===== src/verilog/two_wire_pkg.sv =====
package two_wire_pkg;
	// Register byte offsets
	localparam logic [7:0] OFF_CTRL   = 8'h00;
	localparam logic [7:0] OFF_CMD    = 8'h04;
	localparam logic [7:0] OFF_STATUS = 8'h08;
	localparam logic [7:0] OFF_ADDR   = 8'h0c;
	localparam logic [7:0] OFF_DATA   = 8'h10;
	localparam logic [2:0] SIZE_WORD  = 3'h2;
	localparam logic [2:0] CTRL_RESET = 3'h0;
	// Control bit positions
	localparam int CTRL_EN     = 0;
	localparam int CTRL_TOEN   = 1;
	localparam int CTRL_ACKACT = 2;
	// Command codes
	localparam logic [1:0] CMD_RECV = 2'h2;
	localparam logic [1:0] CMD_STOP = 2'h3;
	// Bus state codes
	localparam logic [1:0] BS_UNKNOWN = 2'h0;
	localparam logic [1:0] BS_IDLE    = 2'h1;
	localparam logic [1:0] BS_OWNER   = 2'h2;
	localparam logic [1:0] BS_BUSY    = 2'h3;
	// Bit counting: eight data bits then the acknowledge bit
	localparam logic [3:0] LAST_BIT = 4'h8;
	// Timing
	localparam int CLK_PERIOD_NS     = 40;
	localparam int SCL_LOW_NS        = 5000;
	localparam int SCL_HIGH_NS       = 4000;
	localparam int INACT_TIMEOUT_US  = 200;
	localparam int LOW_CYC_I  = (SCL_LOW_NS + CLK_PERIOD_NS - 1) / CLK_PERIOD_NS;
	localparam int HIGH_CYC_I = (SCL_HIGH_NS + CLK_PERIOD_NS - 1) / CLK_PERIOD_NS;
	localparam logic [7:0] LOW_LOAD  = 8'(LOW_CYC_I - 1);
	localparam logic [7:0] HIGH_LOAD = 8'(HIGH_CYC_I - 1);
	localparam int unsigned INACT_TIMEOUT_CYC = INACT_TIMEOUT_US * 1000 / CLK_PERIOD_NS;
	localparam int TO_W = 16;

	typedef struct packed {
		logic [3:0] bit_cnt;
		logic [1:0] bus_state;
		logic       buserr;
		logic       arblost;
		logic       rxack;
		logic       clkhold;
		logic       wif;
		logic       rif;
	} status_t;

	typedef enum logic [3:0] {
		E_OFF, E_WAIT_IDLE, E_START, E_LOW, E_WAIT_HIGH, E_HIGH,
		E_HOLD, E_STOP_LOW, E_STOP_HIGH, E_RS_LOW, E_RS_HIGH
	} eng_state_t;
endpackage


===== src/verilog/two_wire_master_bus_state.sv =====
// Our own choices: the address map and register access over AHB-Lite.
`timescale 1ns/1ps
module two_wire_master_bus_state #(
	parameter int unsigned TIMEOUT_CYC = two_wire_pkg::INACT_TIMEOUT_CYC
)
(
	input  wire logic        hclk,
	input  wire logic        hresetn,
	input  wire logic        hsel,
	input  wire logic [31:0] haddr,
	input  wire logic [1:0]  htrans,
	input  wire logic        hwrite,
	input  wire logic [2:0]  hsize,
	input  wire logic [31:0] hwdata,
	input  wire logic        hready,
	output logic      [31:0] hrdata,
	output logic             hreadyout,
	output logic             hresp,
	input  wire logic        scl_in,
	output logic             scl_out,
	output logic             scl_oe,
	input  wire logic        sda_in,
	output logic             sda_in_unused_n,
	input  wire logic        sda_dummy_unused_n,
	output logic             sda_out,
	output logic             sda_oe
);
	import two_wire_pkg::*;

	logic [2:0]      ctrl_r;
	logic            wr_pend_r;
	logic [7:0]      wr_addr_r;
	logic [31:0]     hrdata_r;
	logic            scl_m_r, scl_s, scl_q;
	logic            sda_m_r, sda_s, sda_q;
	logic [1:0]      bus_state_r;
	logic [3:0]      mon_bits_r;
	logic [TO_W-1:0] to_cnt_r;
	eng_state_t      est_r;
	logic [7:0]      tmr_r;
	logic [3:0]      bit_r;
	logic [7:0]      sh_r;
	logic [7:0]      addr_r;
	logic [7:0]      rx_byte_r;
	logic            rd_r, is_addr_r, ack_samp_r;
	logic            sda_drv_r, scl_drv_r;
	logic            wif_r, rif_r, rxack_r, arblost_r, buserr_r;
	logic            en, ap, w_ctrl, w_cmd, w_stat, w_addr, w_data;
	logic            start_det, stop_det, to_exp, force_idle, own_start_p;
	logic            in_byte, out_bit, bus_err_p, arb_lost_p, hi_end, fin, auto_rd;
	logic            own_bit;
	logic            set_wif, set_rif, clr_if, hold;
	status_t         wstat, rstat;

	assign en = ctrl_r[CTRL_EN];

	// Bus slave: zero wait states, always OKAY
	assign hreadyout = 1'b1;
	assign hresp     = 1'b0;
	assign hrdata    = hrdata_r;
	assign ap        = hsel && htrans[1] && hready && (hsize == SIZE_WORD);
	assign wstat     = status_t'(hwdata[$bits(status_t)-1:0]);
	assign w_ctrl    = wr_pend_r && (wr_addr_r == OFF_CTRL);
	assign w_cmd     = wr_pend_r && (wr_addr_r == OFF_CMD);
	assign w_stat    = wr_pend_r && (wr_addr_r == OFF_STATUS);
	assign w_addr    = wr_pend_r && (wr_addr_r == OFF_ADDR) && en;
	assign w_data    = wr_pend_r && (wr_addr_r == OFF_DATA) && en;
	assign force_idle = w_stat && en && (wstat.bus_state == BS_IDLE);

	always_comb
	begin
		rstat           = '0;
		rstat.bit_cnt   = mon_bits_r;
		rstat.bus_state = bus_state_r;
		rstat.buserr    = buserr_r;
		rstat.arblost   = arblost_r;
		rstat.rxack     = rxack_r;
		rstat.clkhold   = hold;
		rstat.wif       = wif_r;
		rstat.rif       = rif_r;
	end

	always_ff @(posedge hclk or negedge hresetn)
	begin
		if (!hresetn)
		begin
			wr_pend_r <= 1'b0;
			wr_addr_r <= 8'h00;
			hrdata_r  <= 32'h0000_0000;
		end
		else
		begin
			wr_pend_r <= ap && hwrite;
			wr_addr_r <= haddr[7:0];
			hrdata_r  <= 32'h0000_0000;
			if (ap && !hwrite && (haddr[31:8] == 24'h00_0000))
			begin
				case (haddr[7:0])
					OFF_CTRL:   hrdata_r <= {29'h0000_0000, ctrl_r};
					OFF_STATUS: hrdata_r <= {20'h0_0000, rstat};
					OFF_ADDR:   hrdata_r <= {24'h00_0000, addr_r};
					OFF_DATA:   hrdata_r <= {24'h00_0000, rx_byte_r};
					default:    hrdata_r <= 32'h0000_0000;
				endcase
			end
		end
	end

	always_ff @(posedge hclk or negedge hresetn)
	begin
		if (!hresetn)
			ctrl_r <= CTRL_RESET;
		else if (w_ctrl)
			ctrl_r <= hwdata[2:0];
	end

	// Line synchronisers, then one stage of history for edge detection
	always_ff @(posedge hclk or negedge hresetn)
	begin
		if (!hresetn)
		begin
			scl_m_r <= 1'b1;
			scl_s   <= 1'b1;
			scl_q   <= 1'b1;
			sda_m_r <= 1'b1;
			sda_s   <= 1'b1;
			sda_q   <= 1'b1;
		end
		else
		begin
			scl_m_r <= scl_in;
			scl_s   <= scl_m_r;
			scl_q   <= scl_s;
			sda_m_r <= sda_in;
			sda_s   <= sda_m_r;
			sda_q   <= sda_s;
		end
	end

	assign start_det = scl_s && scl_q && sda_q && !sda_s;
	assign stop_det  = scl_s && scl_q && !sda_q && sda_s;

	// Inactive-bus timer restarts on any line change
	always_ff @(posedge hclk or negedge hresetn)
	begin
		if (!hresetn)
			to_cnt_r <= '0;
		else if (!en || (scl_s != scl_q) || (sda_s != sda_q))
			to_cnt_r <= '0;
		else if (to_cnt_r != TO_W'(TIMEOUT_CYC))
			to_cnt_r <= to_cnt_r + 1'b1;
	end
	assign to_exp = ctrl_r[CTRL_TOEN] && (to_cnt_r == TO_W'(TIMEOUT_CYC - 1));

	// Bit counter of the monitor: clock rises since the last start or stop, back to 0 on every ninth rise
	always_ff @(posedge hclk or negedge hresetn)
	begin
		if (!hresetn)
			mon_bits_r <= 4'h0;
		else if (!en || start_det || stop_det)
			mon_bits_r <= 4'h0;
		else if (scl_s && !scl_q)
			mon_bits_r <= (mon_bits_r == LAST_BIT) ? 4'h0 : mon_bits_r + 4'h1;
	end

	assign own_start_p = (est_r == E_WAIT_IDLE) && (bus_state_r == BS_IDLE);

	always_ff @(posedge hclk or negedge hresetn)
	begin
		if (!hresetn)
			bus_state_r <= BS_UNKNOWN;
		else if (!en)
			bus_state_r <= BS_UNKNOWN;
		else if (force_idle)
			bus_state_r <= BS_IDLE;
		else
		begin
			case (bus_state_r)
				BS_UNKNOWN:
					if (stop_det || to_exp)
						bus_state_r <= BS_IDLE;
				BS_IDLE:
					if (own_start_p)
						bus_state_r <= BS_OWNER;
					else if (start_det)
						bus_state_r <= BS_BUSY;
				BS_BUSY:
					if (stop_det || to_exp)
						bus_state_r <= BS_IDLE;
				BS_OWNER:
					if (arb_lost_p)
						bus_state_r <= BS_BUSY;
					else if (stop_det)
						bus_state_r <= BS_IDLE;
				default:
					bus_state_r <= BS_UNKNOWN;
			endcase
		end
	end

	// Bit being sent: receive data bits are released, ninth bit per role
	always_comb
	begin
		if (bit_r == LAST_BIT)
			out_bit = rd_r ? ctrl_r[CTRL_ACKACT] : 1'b1;
		else
			out_bit = rd_r ? 1'b1 : sh_r[7];
	end

	assign in_byte    = (est_r == E_LOW) || (est_r == E_WAIT_HIGH) || (est_r == E_HIGH);
	assign bus_err_p  = in_byte && (start_det || stop_det);
	// Only bits this master sends can lose; a slave's ack or data low is no collision
	assign own_bit    = ((bit_r == LAST_BIT) == rd_r);
	assign arb_lost_p = (est_r == E_WAIT_HIGH && scl_s && own_bit && out_bit && !sda_s)
		|| (est_r == E_RS_HIGH && scl_s && !sda_s)
		|| bus_err_p;
	assign hi_end  = (est_r == E_HIGH) && ((tmr_r == 8'h00) || !scl_s);
	assign fin     = hi_end && (bit_r == LAST_BIT) && !arb_lost_p;
	assign auto_rd = fin && is_addr_r && !ack_samp_r && addr_r[0];
	assign set_wif = (fin && !auto_rd && !rd_r) || (arb_lost_p && is_addr_r);
	assign set_rif = fin && rd_r;
	assign clr_if  = w_addr || w_data || w_cmd;
	assign hold    = (est_r == E_HOLD) && (wif_r || rif_r);

	// Byte engine
	always_ff @(posedge hclk or negedge hresetn)
	begin
		if (!hresetn)
		begin
			est_r      <= E_OFF;
			tmr_r      <= 8'h00;
			bit_r      <= 4'h0;
			sh_r       <= 8'h00;
			addr_r     <= 8'h00;
			rx_byte_r  <= 8'h00;
			rd_r       <= 1'b0;
			is_addr_r  <= 1'b0;
			ack_samp_r <= 1'b1;
			sda_drv_r  <= 1'b0;
			scl_drv_r  <= 1'b0;
		end
		else if (!en)
		begin
			est_r     <= E_OFF;
			sda_drv_r <= 1'b0;
			scl_drv_r <= 1'b0;
		end
		else if (arb_lost_p)
		begin
			est_r     <= E_OFF;
			sda_drv_r <= 1'b0;
			scl_drv_r <= 1'b0;
		end
		else
		begin
			if (tmr_r != 8'h00)
				tmr_r <= tmr_r - 8'h01;
			case (est_r)
				E_OFF:
					if (w_addr)
					begin
						addr_r <= hwdata[7:0];
						est_r  <= E_WAIT_IDLE;
					end
				E_WAIT_IDLE:
					if (bus_state_r == BS_IDLE)
					begin
						sda_drv_r <= 1'b1;
						tmr_r     <= HIGH_LOAD;
						est_r     <= E_START;
					end
				E_START:
					if (tmr_r == 8'h00)
					begin
						scl_drv_r <= 1'b1;
						tmr_r     <= LOW_LOAD;
						bit_r     <= 4'h0;
						sh_r      <= addr_r;
						is_addr_r <= 1'b1;
						rd_r      <= 1'b0;
						est_r     <= E_LOW;
					end
				E_LOW:
				begin
					sda_drv_r <= !out_bit;
					if (tmr_r == 8'h00)
					begin
						scl_drv_r <= 1'b0;
						est_r     <= E_WAIT_HIGH;
					end
				end
				E_WAIT_HIGH:
					if (scl_s)
					begin
						tmr_r <= HIGH_LOAD;
						est_r <= E_HIGH;
						if (bit_r == LAST_BIT)
							ack_samp_r <= sda_s;
						else
							sh_r <= {sh_r[6:0], sda_s};
					end
				E_HIGH:
					if (hi_end)
					begin
						scl_drv_r <= 1'b1;
						tmr_r     <= LOW_LOAD;
						if (bit_r != LAST_BIT)
						begin
							bit_r <= bit_r + 4'h1;
							est_r <= E_LOW;
						end
						else if (auto_rd)
						begin
							bit_r     <= 4'h0;
							is_addr_r <= 1'b0;
							rd_r      <= 1'b1;
							est_r     <= E_LOW;
						end
						else
						begin
							sda_drv_r <= 1'b0;
							// The flags hold the clock from here, so clearing them releases it
							scl_drv_r <= 1'b0;
							if (rd_r)
								rx_byte_r <= sh_r;
							est_r <= E_HOLD;
						end
					end
				E_HOLD:
					if (w_data)
					begin
						sh_r      <= hwdata[7:0];
						bit_r     <= 4'h0;
						is_addr_r <= 1'b0;
						rd_r      <= 1'b0;
						scl_drv_r <= 1'b1;
						tmr_r     <= LOW_LOAD;
						est_r     <= E_LOW;
					end
					else if (w_cmd && hwdata[1:0] == CMD_RECV)
					begin
						bit_r     <= 4'h0;
						is_addr_r <= 1'b0;
						rd_r      <= 1'b1;
						scl_drv_r <= 1'b1;
						tmr_r     <= LOW_LOAD;
						est_r     <= E_LOW;
					end
					else if (w_cmd && hwdata[1:0] == CMD_STOP)
					begin
						scl_drv_r <= 1'b1;
						sda_drv_r <= 1'b1;
						tmr_r     <= LOW_LOAD;
						est_r     <= E_STOP_LOW;
					end
					else if (w_addr)
					begin
						addr_r    <= hwdata[7:0];
						scl_drv_r <= 1'b1;
						sda_drv_r <= 1'b0;
						tmr_r     <= LOW_LOAD;
						est_r     <= E_RS_LOW;
					end
				E_STOP_LOW, E_RS_LOW:
					if (tmr_r == 8'h00)
					begin
						scl_drv_r <= 1'b0;
						tmr_r     <= HIGH_LOAD;
						est_r     <= (est_r == E_STOP_LOW) ? E_STOP_HIGH : E_RS_HIGH;
					end
				E_STOP_HIGH, E_RS_HIGH:
					if (!scl_s)
						tmr_r <= HIGH_LOAD;
					else if (tmr_r == 8'h00)
					begin
						sda_drv_r <= (est_r == E_RS_HIGH);
						tmr_r     <= HIGH_LOAD;
						est_r     <= (est_r == E_RS_HIGH) ? E_START : E_OFF;
					end
				default:
					est_r <= E_OFF;
			endcase
		end
	end

	// Flags: a hardware set in the same cycle as a clear wins
	always_ff @(posedge hclk or negedge hresetn)
	begin
		if (!hresetn)
		begin
			wif_r     <= 1'b0;
			rif_r     <= 1'b0;
			rxack_r   <= 1'b0;
			arblost_r <= 1'b0;
			buserr_r  <= 1'b0;
		end
		else if (!en)
		begin
			wif_r     <= 1'b0;
			rif_r     <= 1'b0;
			rxack_r   <= 1'b0;
			arblost_r <= 1'b0;
			buserr_r  <= 1'b0;
		end
		else
		begin
			wif_r     <= set_wif || (wif_r && !clr_if && !(w_stat && wstat.wif));
			rif_r     <= set_rif || (rif_r && !clr_if && !(w_stat && wstat.rif));
			arblost_r <= arb_lost_p || (arblost_r && !(w_stat && wstat.arblost));
			buserr_r  <= bus_err_p || (buserr_r && !(w_stat && wstat.buserr));
			if (fin && !auto_rd)
				rxack_r <= !rd_r && ack_samp_r;
		end
	end

	// Open-drain pins: drive low only
	assign scl_out = 1'b0;
	assign sda_out = 1'b0;
	assign scl_oe  = scl_drv_r || hold;
	assign sda_oe  = sda_drv_r;
	assign sda_in_unused_n = sda_dummy_unused_n;
endmodule


===== config.mk =====
export PLATFORM = sky130hd
export DESIGN_NAME = two_wire_master_bus_state
export DESIGN_NICKNAME = d
export VERILOG_FILES = /design/src/verilog/two_wire_pkg.sv /design/src/verilog/two_wire_master_bus_state.sv
export SDC_FILE = /design/constraint.sdc
export NUM_CORES = 1
export LEC_CHECK = 0
export BUFFER_PORTS_ARGS = -buffer_cell sky130_fd_sc_hd__clkbuf_2
export CELL_PAD_IN_SITES_DETAIL_PLACEMENT = 0
export CELL_PAD_IN_SITES_GLOBAL_PLACEMENT = 1
export CORE_UTILIZATION = 40
export DETAILED_ROUTE_END_ITERATION = 12
export GPL_TIMING_DRIVEN = 1
export PLACE_DENSITY_LB_ADDON = 0.05
export SYNTH_ARGS = -nofsm -noshare
export SYNTH_HDL_FRONTEND = slang
export SYNTH_SLANG_ARGS = --single-unit

===== constraint.sdc =====
create_clock -name hclk -period 3.6 [get_ports hclk]
set_clock_uncertainty 0.1 [all_clocks]
set_input_delay 0.9 -clock hclk [delete_from_list [all_inputs] [get_ports hclk]]
set_output_delay 0.9 -clock hclk [all_outputs]
set_load 0.1 [all_outputs]

---- Word level (Yosys, flattened, before mapping) ----
Cells that the tools add are included.
storage, ports and cells
  output and inout bits ................... 39
  input bits .............................. 77
  bits in registers ....................... 122
  word-level logic and storage cells ...... 329
operators by class
  equal/unequal tests ..................... 66
  reduce and logical (&&, ||, !) cells .... 117
  add/subtract/negate cells ............... 4
  bitwise gates (word level) .............. 3
  mux-type cells .......................... 110
operator list
  operator                 count
  $mux W8                  19
  $mux W4                  24
  $pmux W8 S7              1
  $logic_and A1 B1 Y1      54
  $ne A4 B4 Y1 const B     12
  $pmux W12 S4             1
  $mux W1                  42
  $pmux W4 S9              1
  $eq A8 B4 Y1 const B     4
  $mux W16                 2
  $logic_not A24 Y1        1
  $logic_not A8 Y1         3
  $pmux W8 S3              1
  $reduce_and A7 Y1        3
  $eq A4 B4 Y1 const B     5
  $logic_or A1 B1 Y1       20
  $ne A2 B2 Y1 const B     10
  $reduce_and A10 Y1       2
  $mux W2                  9
  $add A16 B1 Y16 const B  1
  $eq A16 B13 Y1 const B   1
  $eq A4 B3 Y1 const B     4
  $eq A8 B5 Y1 const B     2
  $logic_not A1 Y1         16
  other kinds (41)         62

---- Logic depth before layout (Yosys ltp) ----
Gate-level depths: netlist of the first run.
  depth in word-level cells ............... 18
  mapped depth ............................ 12
  gate-level depth less buffers ........... 11

---- Least setup slack after synthesis of the first run ----
OpenSTA, ideal clock, no wires.
  path kind ............................... register to output
  start ................................... reg est_r[2]
  end ..................................... out scl_oe
  required time ........................... 2.600 ns
  setup slack ............................. 0.771 ns
  buffers on the path ..................... 2
  cell stages (with the launch flop) ...... 6
  arrival ................................. 1.829 ns
  path through ............................ dfrtp_1 buf_4 nor4bb_1 clkbuf_1 o21ai_0 nand2b_1
between the ends
  word-level cells in the longest chain between the ends .. 3
ends and longest elaborated chain
  item                      line                              RTL
  start: declaration        two_wire_master_bus_state.sv:39   eng_state_t est_r;
  start signal: assignment  two_wire_master_bus_state.sv:369  est_r <= (est_r == E_STOP_LOW) ? E_STOP_HIGH : E_RS_HIGH;
  start signal: assignment  two_wire_master_bus_state.sv:378  est_r <= (est_r == E_RS_HIGH) ? E_START : E_OFF;
  $eq A4 B3 Y1              two_wire_master_bus_state.sv:223  assign hold = (est_r == E_HOLD) && (wif_r || rif_r);
  $logic_and A1 B1 Y1       two_wire_master_bus_state.sv:223
  $logic_or A1 B1 Y1        two_wire_master_bus_state.sv:419  assign scl_oe = scl_drv_r || hold;
  end: declaration          two_wire_master_bus_state.sv:21   output logic scl_oe,
No other way between the ends.

---- Worst setup path after layout of the first run ----
  start ................................... reg tmr_r[0]
  end ..................................... reg sh_r[1]
between the ends
  word-level cells in the longest chain between the ends .. 3
ends and longest elaborated chain
  item                         line                              RTL
  start: declaration           two_wire_master_bus_state.sv:40   logic [7:0] tmr_r;
  start signal: assignment     two_wire_master_bus_state.sv:257  tmr_r <= tmr_r - 8'h01;
  $logic_not A8 Y1             two_wire_master_bus_state.sv:273  if (tmr_r == 8'h00)
  $ne A2 B2 Y1 (no line)       -
  $reduce_and A7 Y1 (no line)  -
  end signal: assignment       two_wire_master_bus_state.sv:278  sh_r <= addr_r;
  end signal: assignment       two_wire_master_bus_state.sv:300  sh_r <= {sh_r[6:0], sda_s};
  end signal: assignment       two_wire_master_bus_state.sv:332  sh_r <= hwdata[7:0];
  end: declaration             two_wire_master_bus_state.sv:42   logic [7:0] sh_r;
No other way between the ends.
A chain may end at the register's enable or synchronous reset.

==> results_dict.tcl, run 1 <==
set metrics [dict create \
    syn_inst 652 \
    grt_usage 0.219 \
    cpPeakStageDelay_ns 0.69 \
    n_fill_cell 1447 \
    wl_per_cell_microns 18.0 \
    yosysSeqAreaShare 0.417 \
    drive_gt1_frac 0.215 \
    ios 116 \
    slew_violations 0 \
    yosysMostFrequentCell "dfrtp_1" \
    cts_tree "built" \
    setup_viol 0 \
    grt_first_pass_wirelength_microns 27100 \
    dr.pass1.iters 6 \
    ys.flop_type "dfrtp_1" \
    ant_nets 0 \
    cts_setup_buffers 0 \
    ir_drop_mv 0.366 \
    synthToLayoutAreaGrowth_pct 13.2 \
    power_frac_clock 0.227 \
    final.setup.tns_ns 0 \
    routed_wl_microns 16300 \
    clock-sinks 102 \
    crit_arrival_ns 3.39 \
    cts_resized 0 \
    cts_hold_buf 0 \
    worstSkewPairLatency_ns 0.35 \
    holdCritPathClass "reg -> reg" \
    grt_max_degree 70 \
    viasPerCell 5.68 \
    p_leak_nw 3.16 \
    ys.warnings.count 0 \
    criticalPathCategory "reg -> reg" \
    seqPwrFrac 0.355 \
    ys_top_cells_by_count "dfrtp_1, nor2_1, nand2_1" \
    die_h_microns 126 \
    grt_pass1_vias 5043 \
    cts_buffer_depth 2 \
    fin_crit_ns 3.24 \
    comb_power_share 0.418 \
    diodes 0 \
    first_iter_violations 440 \
    fp.dieW_microns 126 \
    vias 5142 \
    dp_hpwl_microns 11800 \
    antenna_found_initial 0 \
    synth.distinct_cells 81 \
    power_per_cell_area_nw_per_um2 660 \
    die_area_sq_um 15800 \
    required_ns 3.75 \
    synth_area_sq_um 6140 \
    grt_overflow 0 \
    internal_power_mw 2.70 \
    core_sq_um 14800 \
    worstMarginPinSlew_ns 0.915 \
    final_util 0.471 \
    yosysTopAreaCellShare 0.387 \
    gp_congestion 0.848 \
    max_freq_mhz 308 \
    syn_avg_cell_area_sq_um 9.41 \
    fin_crit_sh 0.901 \
    initial_core_util 0.416 \
    slew-limit-headroom 0.390 \
    start_kind "register" \
    cts-buffers-inserted 9 \
    rows 44 \
    io_buffers 64 \
    p_switching_mw 1.88 \
    cts-root-buf "clkbuf_16" \
    maxCapViolCount 0 \
    end_kind "register" \
    synth-edff-count 0 \
    clkTransAtPathRegs_ns 0.08 \
    critPathMaxFanout 9 \
    drc 0 \
    swShare 0.411 \
    crit_family "simple AND/OR/NAND/NOR gates" \
    cp_cell_sequence "inv_1 > ha_1 > or4b_1 > nor2_8 > inv_4 > nand2_4 > nand3_4 > or3_1 > mux2_4" \
    rsz0062_at_grt "false" \
    hold_viol_final 0 \
    htreeDepth 3 \
    fin_nets 807 \
    synthArstFlopShare 1.00 \
    status "finished clean" \
    critical_path_buf_inv_count 2 \
    yosys.area.top_type "dfrtp_1" \
    synth_area_leaders "dfrtp_1, nor2_1, mux2_2" \
    cp_slowest_cell "or4b_1" \
    synth_seq_cells 102 \
]
==> power groups by stage <==
stage | Combinational [mW] | Clock (mW) | Sequential [mW]
floorplan | 1.53 | 0 | 1.53
global placement | 1.89 | 0 | 1.64
detailed placement | 1.90 | 0 | 1.65
CTS | 1.91 | 1.07 | 1.63
global route | 2.12 | 1.11 | 1.67
finish | 1.92 | 1.04 | 1.63
==> worst reg2reg max path, stage by stage (launching register included) <==
cell     delay, ns
dfrtp_1       0.42
inv_1         0.12
ha_1          0.22
or4b_1        0.69
nor2_8        0.23
inv_4         0.09
nand2_4       0.07
nand3_4       0.11
or3_1         0.68
mux2_4        0.40
==> placed cells by master (no fill, tap or decap), types with 6 or more instances in the layout <==
cell and n:
conb_1 24, clkbuf_2 62, a22oi_1 7, ha_1 13, nor3_1 18, a222oi_1 6, nand2_1 46, xor2_1 10
mux2i_1 12, a31oi_1 6, o21ai_0 28, nand2b_1 14, clkbuf_16 9, nand3b_1 6, nor4_1 14, and2_1 9
inv_1 24, dfrtp_1 95, and3_1 10, nor2_1 67, xnor2_1 7, mux2_4 8, mux2_2 21, a211oi_1 7
a21oi_1 39, o21a_1 6, buf_4 24, o211ai_1 7, nand3_1 20, dfstp_2 7
==> kinds of logic (layout without fill, tap and decap cells) <==
kind of cell,after synthesis,after routing,synth area share
AND/OR/NAND/NOR,250,250,0.223
AO/OA/AOI/OAI,147,147,0.161
flip-flops,102,102,0.417
buffers and inverters,80,128,0.0691
multiplexers,41,41,0.0777
XOR/XNOR,17,17,0.0243
adder cells (fa/ha/maj),13,13,0.0265
other,2,24,0.00122
==> registers in the layout, indices dropped and copies added (netlist names), 8 cells and up <==
name	flops
hrdata	12
wr_addr_r	8
addr_r	8
rx_byte_r	8
sh_r	8
to_cnt_r	16
tmr_r	8
==> layout make-up <==
cell class              count  area [sq um]  area share
flip-flops and latches    102          2560       0.369
clock buffers               9           225      0.0324
repair buffers             87           510      0.0735
well taps                 184           230      0.0331
clock inverters             7          88.8      0.0128
multi-input cells         492          3240       0.466
inverters                  25          96.3      0.0139
==> through the flow <==
stage	instances	total power [mW]	hold slack, ns	setup WS, ns	instance area, sq um
finish	906	4.58	0.258	0.355	6950
global route	906	4.90	0.262	0.227	6950
detailed placement	890	3.55	0.248	0.361	6630
floorplan	674	3.07	0.245	0.771	6220
CTS	906	4.61	0.259	0.366	6950
global placement	890	3.53	0.246	0.417	6630
==> final timing paths <==
check / startpoint / end / slack (ns) / cells after the start
max: tmr_r[0] / sh_r[1] / 0.36 / 9
min: scl_m_r / scl_s / 0.26 / 0
max reg2reg: tmr_r[0] / sh_r[1] / 0.36 / 9
min reg2reg: scl_m_r / scl_s / 0.26 / 0
max in group asynchronous: hresetn / buserr_r / 1.96 / 2
min in group asynchronous: hresetn / scl_drv_r / 0.58 / 1
==> per-layer routing <==
metal / GRT usage / wire [microns]
met3: 0.0387 / 815
met2: 0.358 / 7620
met1: 0.302 / 7690
met4: 0.0468 / 215
met5: 0 / 0
(Power assumes the default switching activity.)
==> inputs of run 2 (changes only) <==
--- a/config.mk
+++ b/config.mk
@@ -8,10 +8,11 @@
 export BUFFER_PORTS_ARGS = -buffer_cell sky130_fd_sc_hd__clkbuf_2
 export CELL_PAD_IN_SITES_DETAIL_PLACEMENT = 0
 export CELL_PAD_IN_SITES_GLOBAL_PLACEMENT = 1
-export CORE_UTILIZATION = 40
+export CORE_UTILIZATION = 43
 export DETAILED_ROUTE_END_ITERATION = 12
 export GPL_TIMING_DRIVEN = 1
 export PLACE_DENSITY_LB_ADDON = 0.05
 export SYNTH_ARGS = -nofsm -noshare
 export SYNTH_HDL_FRONTEND = slang
 export SYNTH_SLANG_ARGS = --single-unit
+export TNS_END_PERCENT = 5
==> results_dict.tcl, run 2 (synthesized netlist as in run 1, its figures left out) <==
set metrics [dict create \
    start_kind "register" \
    cts_resized 0 \
    fin_crit_ns 3.20 \
    p_leak_nw 3.13 \
    seq_area_sq_um 2560 \
    cts_setup_buffers 0 \
    grt_pass1_vias 5055 \
    total_power_mw 4.46 \
    grt_first_pass_wirelength_microns 26300 \
    final_util 0.497 \
    first_iter_violations 390 \
    worstSkewPairLatency_ns 0.36 \
    clock-sinks 102 \
    die_area_sq_um 14800 \
    initial_core_util 0.442 \
    layout_common_cells "dfrtp_1, nor2_1, clkbuf_2" \
    maxCapViolCount 0 \
    p_switching_mw 1.85 \
    rr_worst_depth 9 \
    die_h_microns 121 \
    cts_hold_buf 0 \
    internal_power_mw 2.61 \
    crit_start "tmr_r[0]" \
    status "finished clean" \
    layout.cells.non_filler 899 \
    largest_reg_flops 16 \
    antenna_found_initial 0 \
    dr.pass1.iters 5 \
    io_buffers 64 \
    criticalPathCategory "reg -> reg" \
    cts-buffers-inserted 9 \
    cts_buffer_depth 2 \
    required_ns 3.74 \
    ios 116 \
    slew_violations 0 \
    seqPwrFrac 0.365 \
    swShare 0.415 \
    ir_drop_mv 0.222 \
    worstMarginPinSlew_ns 1.09 \
    routed_wl_microns 15900 \
    ant_nets 0 \
    timing.rr.start "tmr_r[0]" \
    synthToLayoutAreaGrowth_pct 12.4 \
    gp_congestion 0.835 \
    rows 43 \
    clkTransAtPathRegs_ns 0.07 \
    cts_tree "built" \
    core_sq_um 13900 \
    drive_gt1_frac 0.211 \
    post-place-ws_ns 0.402 \
    cp_slowest_cell "or4b_1" \
    critPathMaxFanout 9 \
    grt_usage 0.232 \
    htreeDepth 3 \
    diodes 0 \
    cpPeakStageDelay_ns 0.68 \
    crit_arrival_ns 3.34 \
    power_per_cell_area_nw_per_um2 646 \
    reg2reg_to "sh_r[1]" \
    cp_cell_sequence "inv_1 > ha_1 > or4b_1 > nor2_8 > inv_4 > nand2_4 > nand3_4 > or3_1 > mux2_4" \
    top_register "to_cnt_r" \
    wl_per_cell_microns 17.7 \
    fin_nets 804 \
    drc 0 \
    grt_max_degree 62 \
    critPathCapture "sh_r[1]" \
    comb_power_share 0.424 \
    max_freq_mhz 312 \
    setup_viol 0 \
    r2r_setup_slack_ns 0.40 \
    final_common_cell "dfrtp_1" \
    setup_slack_ns 0.399 \
    fp.dieW_microns 121 \
    grt_overflow 0 \
    rsz0062_at_grt "false" \
    final.setup.tns_ns 0 \
    end_kind "register" \
    power_frac_clock 0.210 \
    vias 5118 \
    fin_crit_sh 0.889 \
    n_fill_cell 1300 \
    dp_hpwl_microns 11600 \
    holdCritPathClass "reg -> reg" \
    cts-root-buf "clkbuf_16" \
    hold_start "scl_m_r" \
    viasPerCell 5.69 \
    slew-limit-headroom 0.267 \
    hold_viol_final 0 \
    place_inst 883 \
    multi_input_area_sq_um 3240 \
]
## run 2: how the worst min path moves through the flow
stage | to | cells past startpoint
after detailed placement | scl_s | 0
after CTS | scl_s | 0
after global routing | scl_s | 0
after floorplan | scl_s | 0
final | scl_s | 0
after global placement | scl_s | 0
## run 2: critical path: cells and delay by family (launching register included)
| kind | cells | cell delay, ns |
|---|---|---|
| muxes | 1 | 0.39 |
| and+or+nand+nor | 5 | 1.75 |
| adders and majority gates | 1 | 0.21 |
| DFF | 1 | 0.43 |
| buffers and inverters | 2 | 0.20 |
## run 2: routing by layer
layer,GRT usage,part of all wire,wire (microns),up-vias
li1,-,-,-,2443
met1,0.319,0.47,7530,2504
met2,0.365,0.46,7350,147
met3,0.0287,0.042,676,24
met4,0.0980,0.023,373,0
met5,0,0,0,-
## run 2: area by class of cell
type | count | area share
multi-input cells | 492 | 0.469
flip-flops and latches | 102 | 0.371
repair buffers | 84 | 0.0725
clock buffers | 9 | 0.0326
well taps | 180 | 0.0326
inverters | 25 | 0.0140
clock inverters | 7 | 0.00816
## run 2: metrics by stage
stage,cell area [sq um],hold WS (ns)
after floorplan,6220,0.245
after global placement,6620,0.248
after detailed placement,6620,0.248
after CTS,6900,0.258
after global routing,6900,0.262
final,6900,0.257
## run 2: power by group through the flow
stage,sequential [mW],clock (mW),combinational (mW)
after floorplan,1.53,0,1.53
after global placement,1.64,0,1.87
after detailed placement,1.64,0,1.88
after CTS,1.62,0.963,1.89
after global routing,1.66,0.997,2.08
final,1.63,0.938,1.89
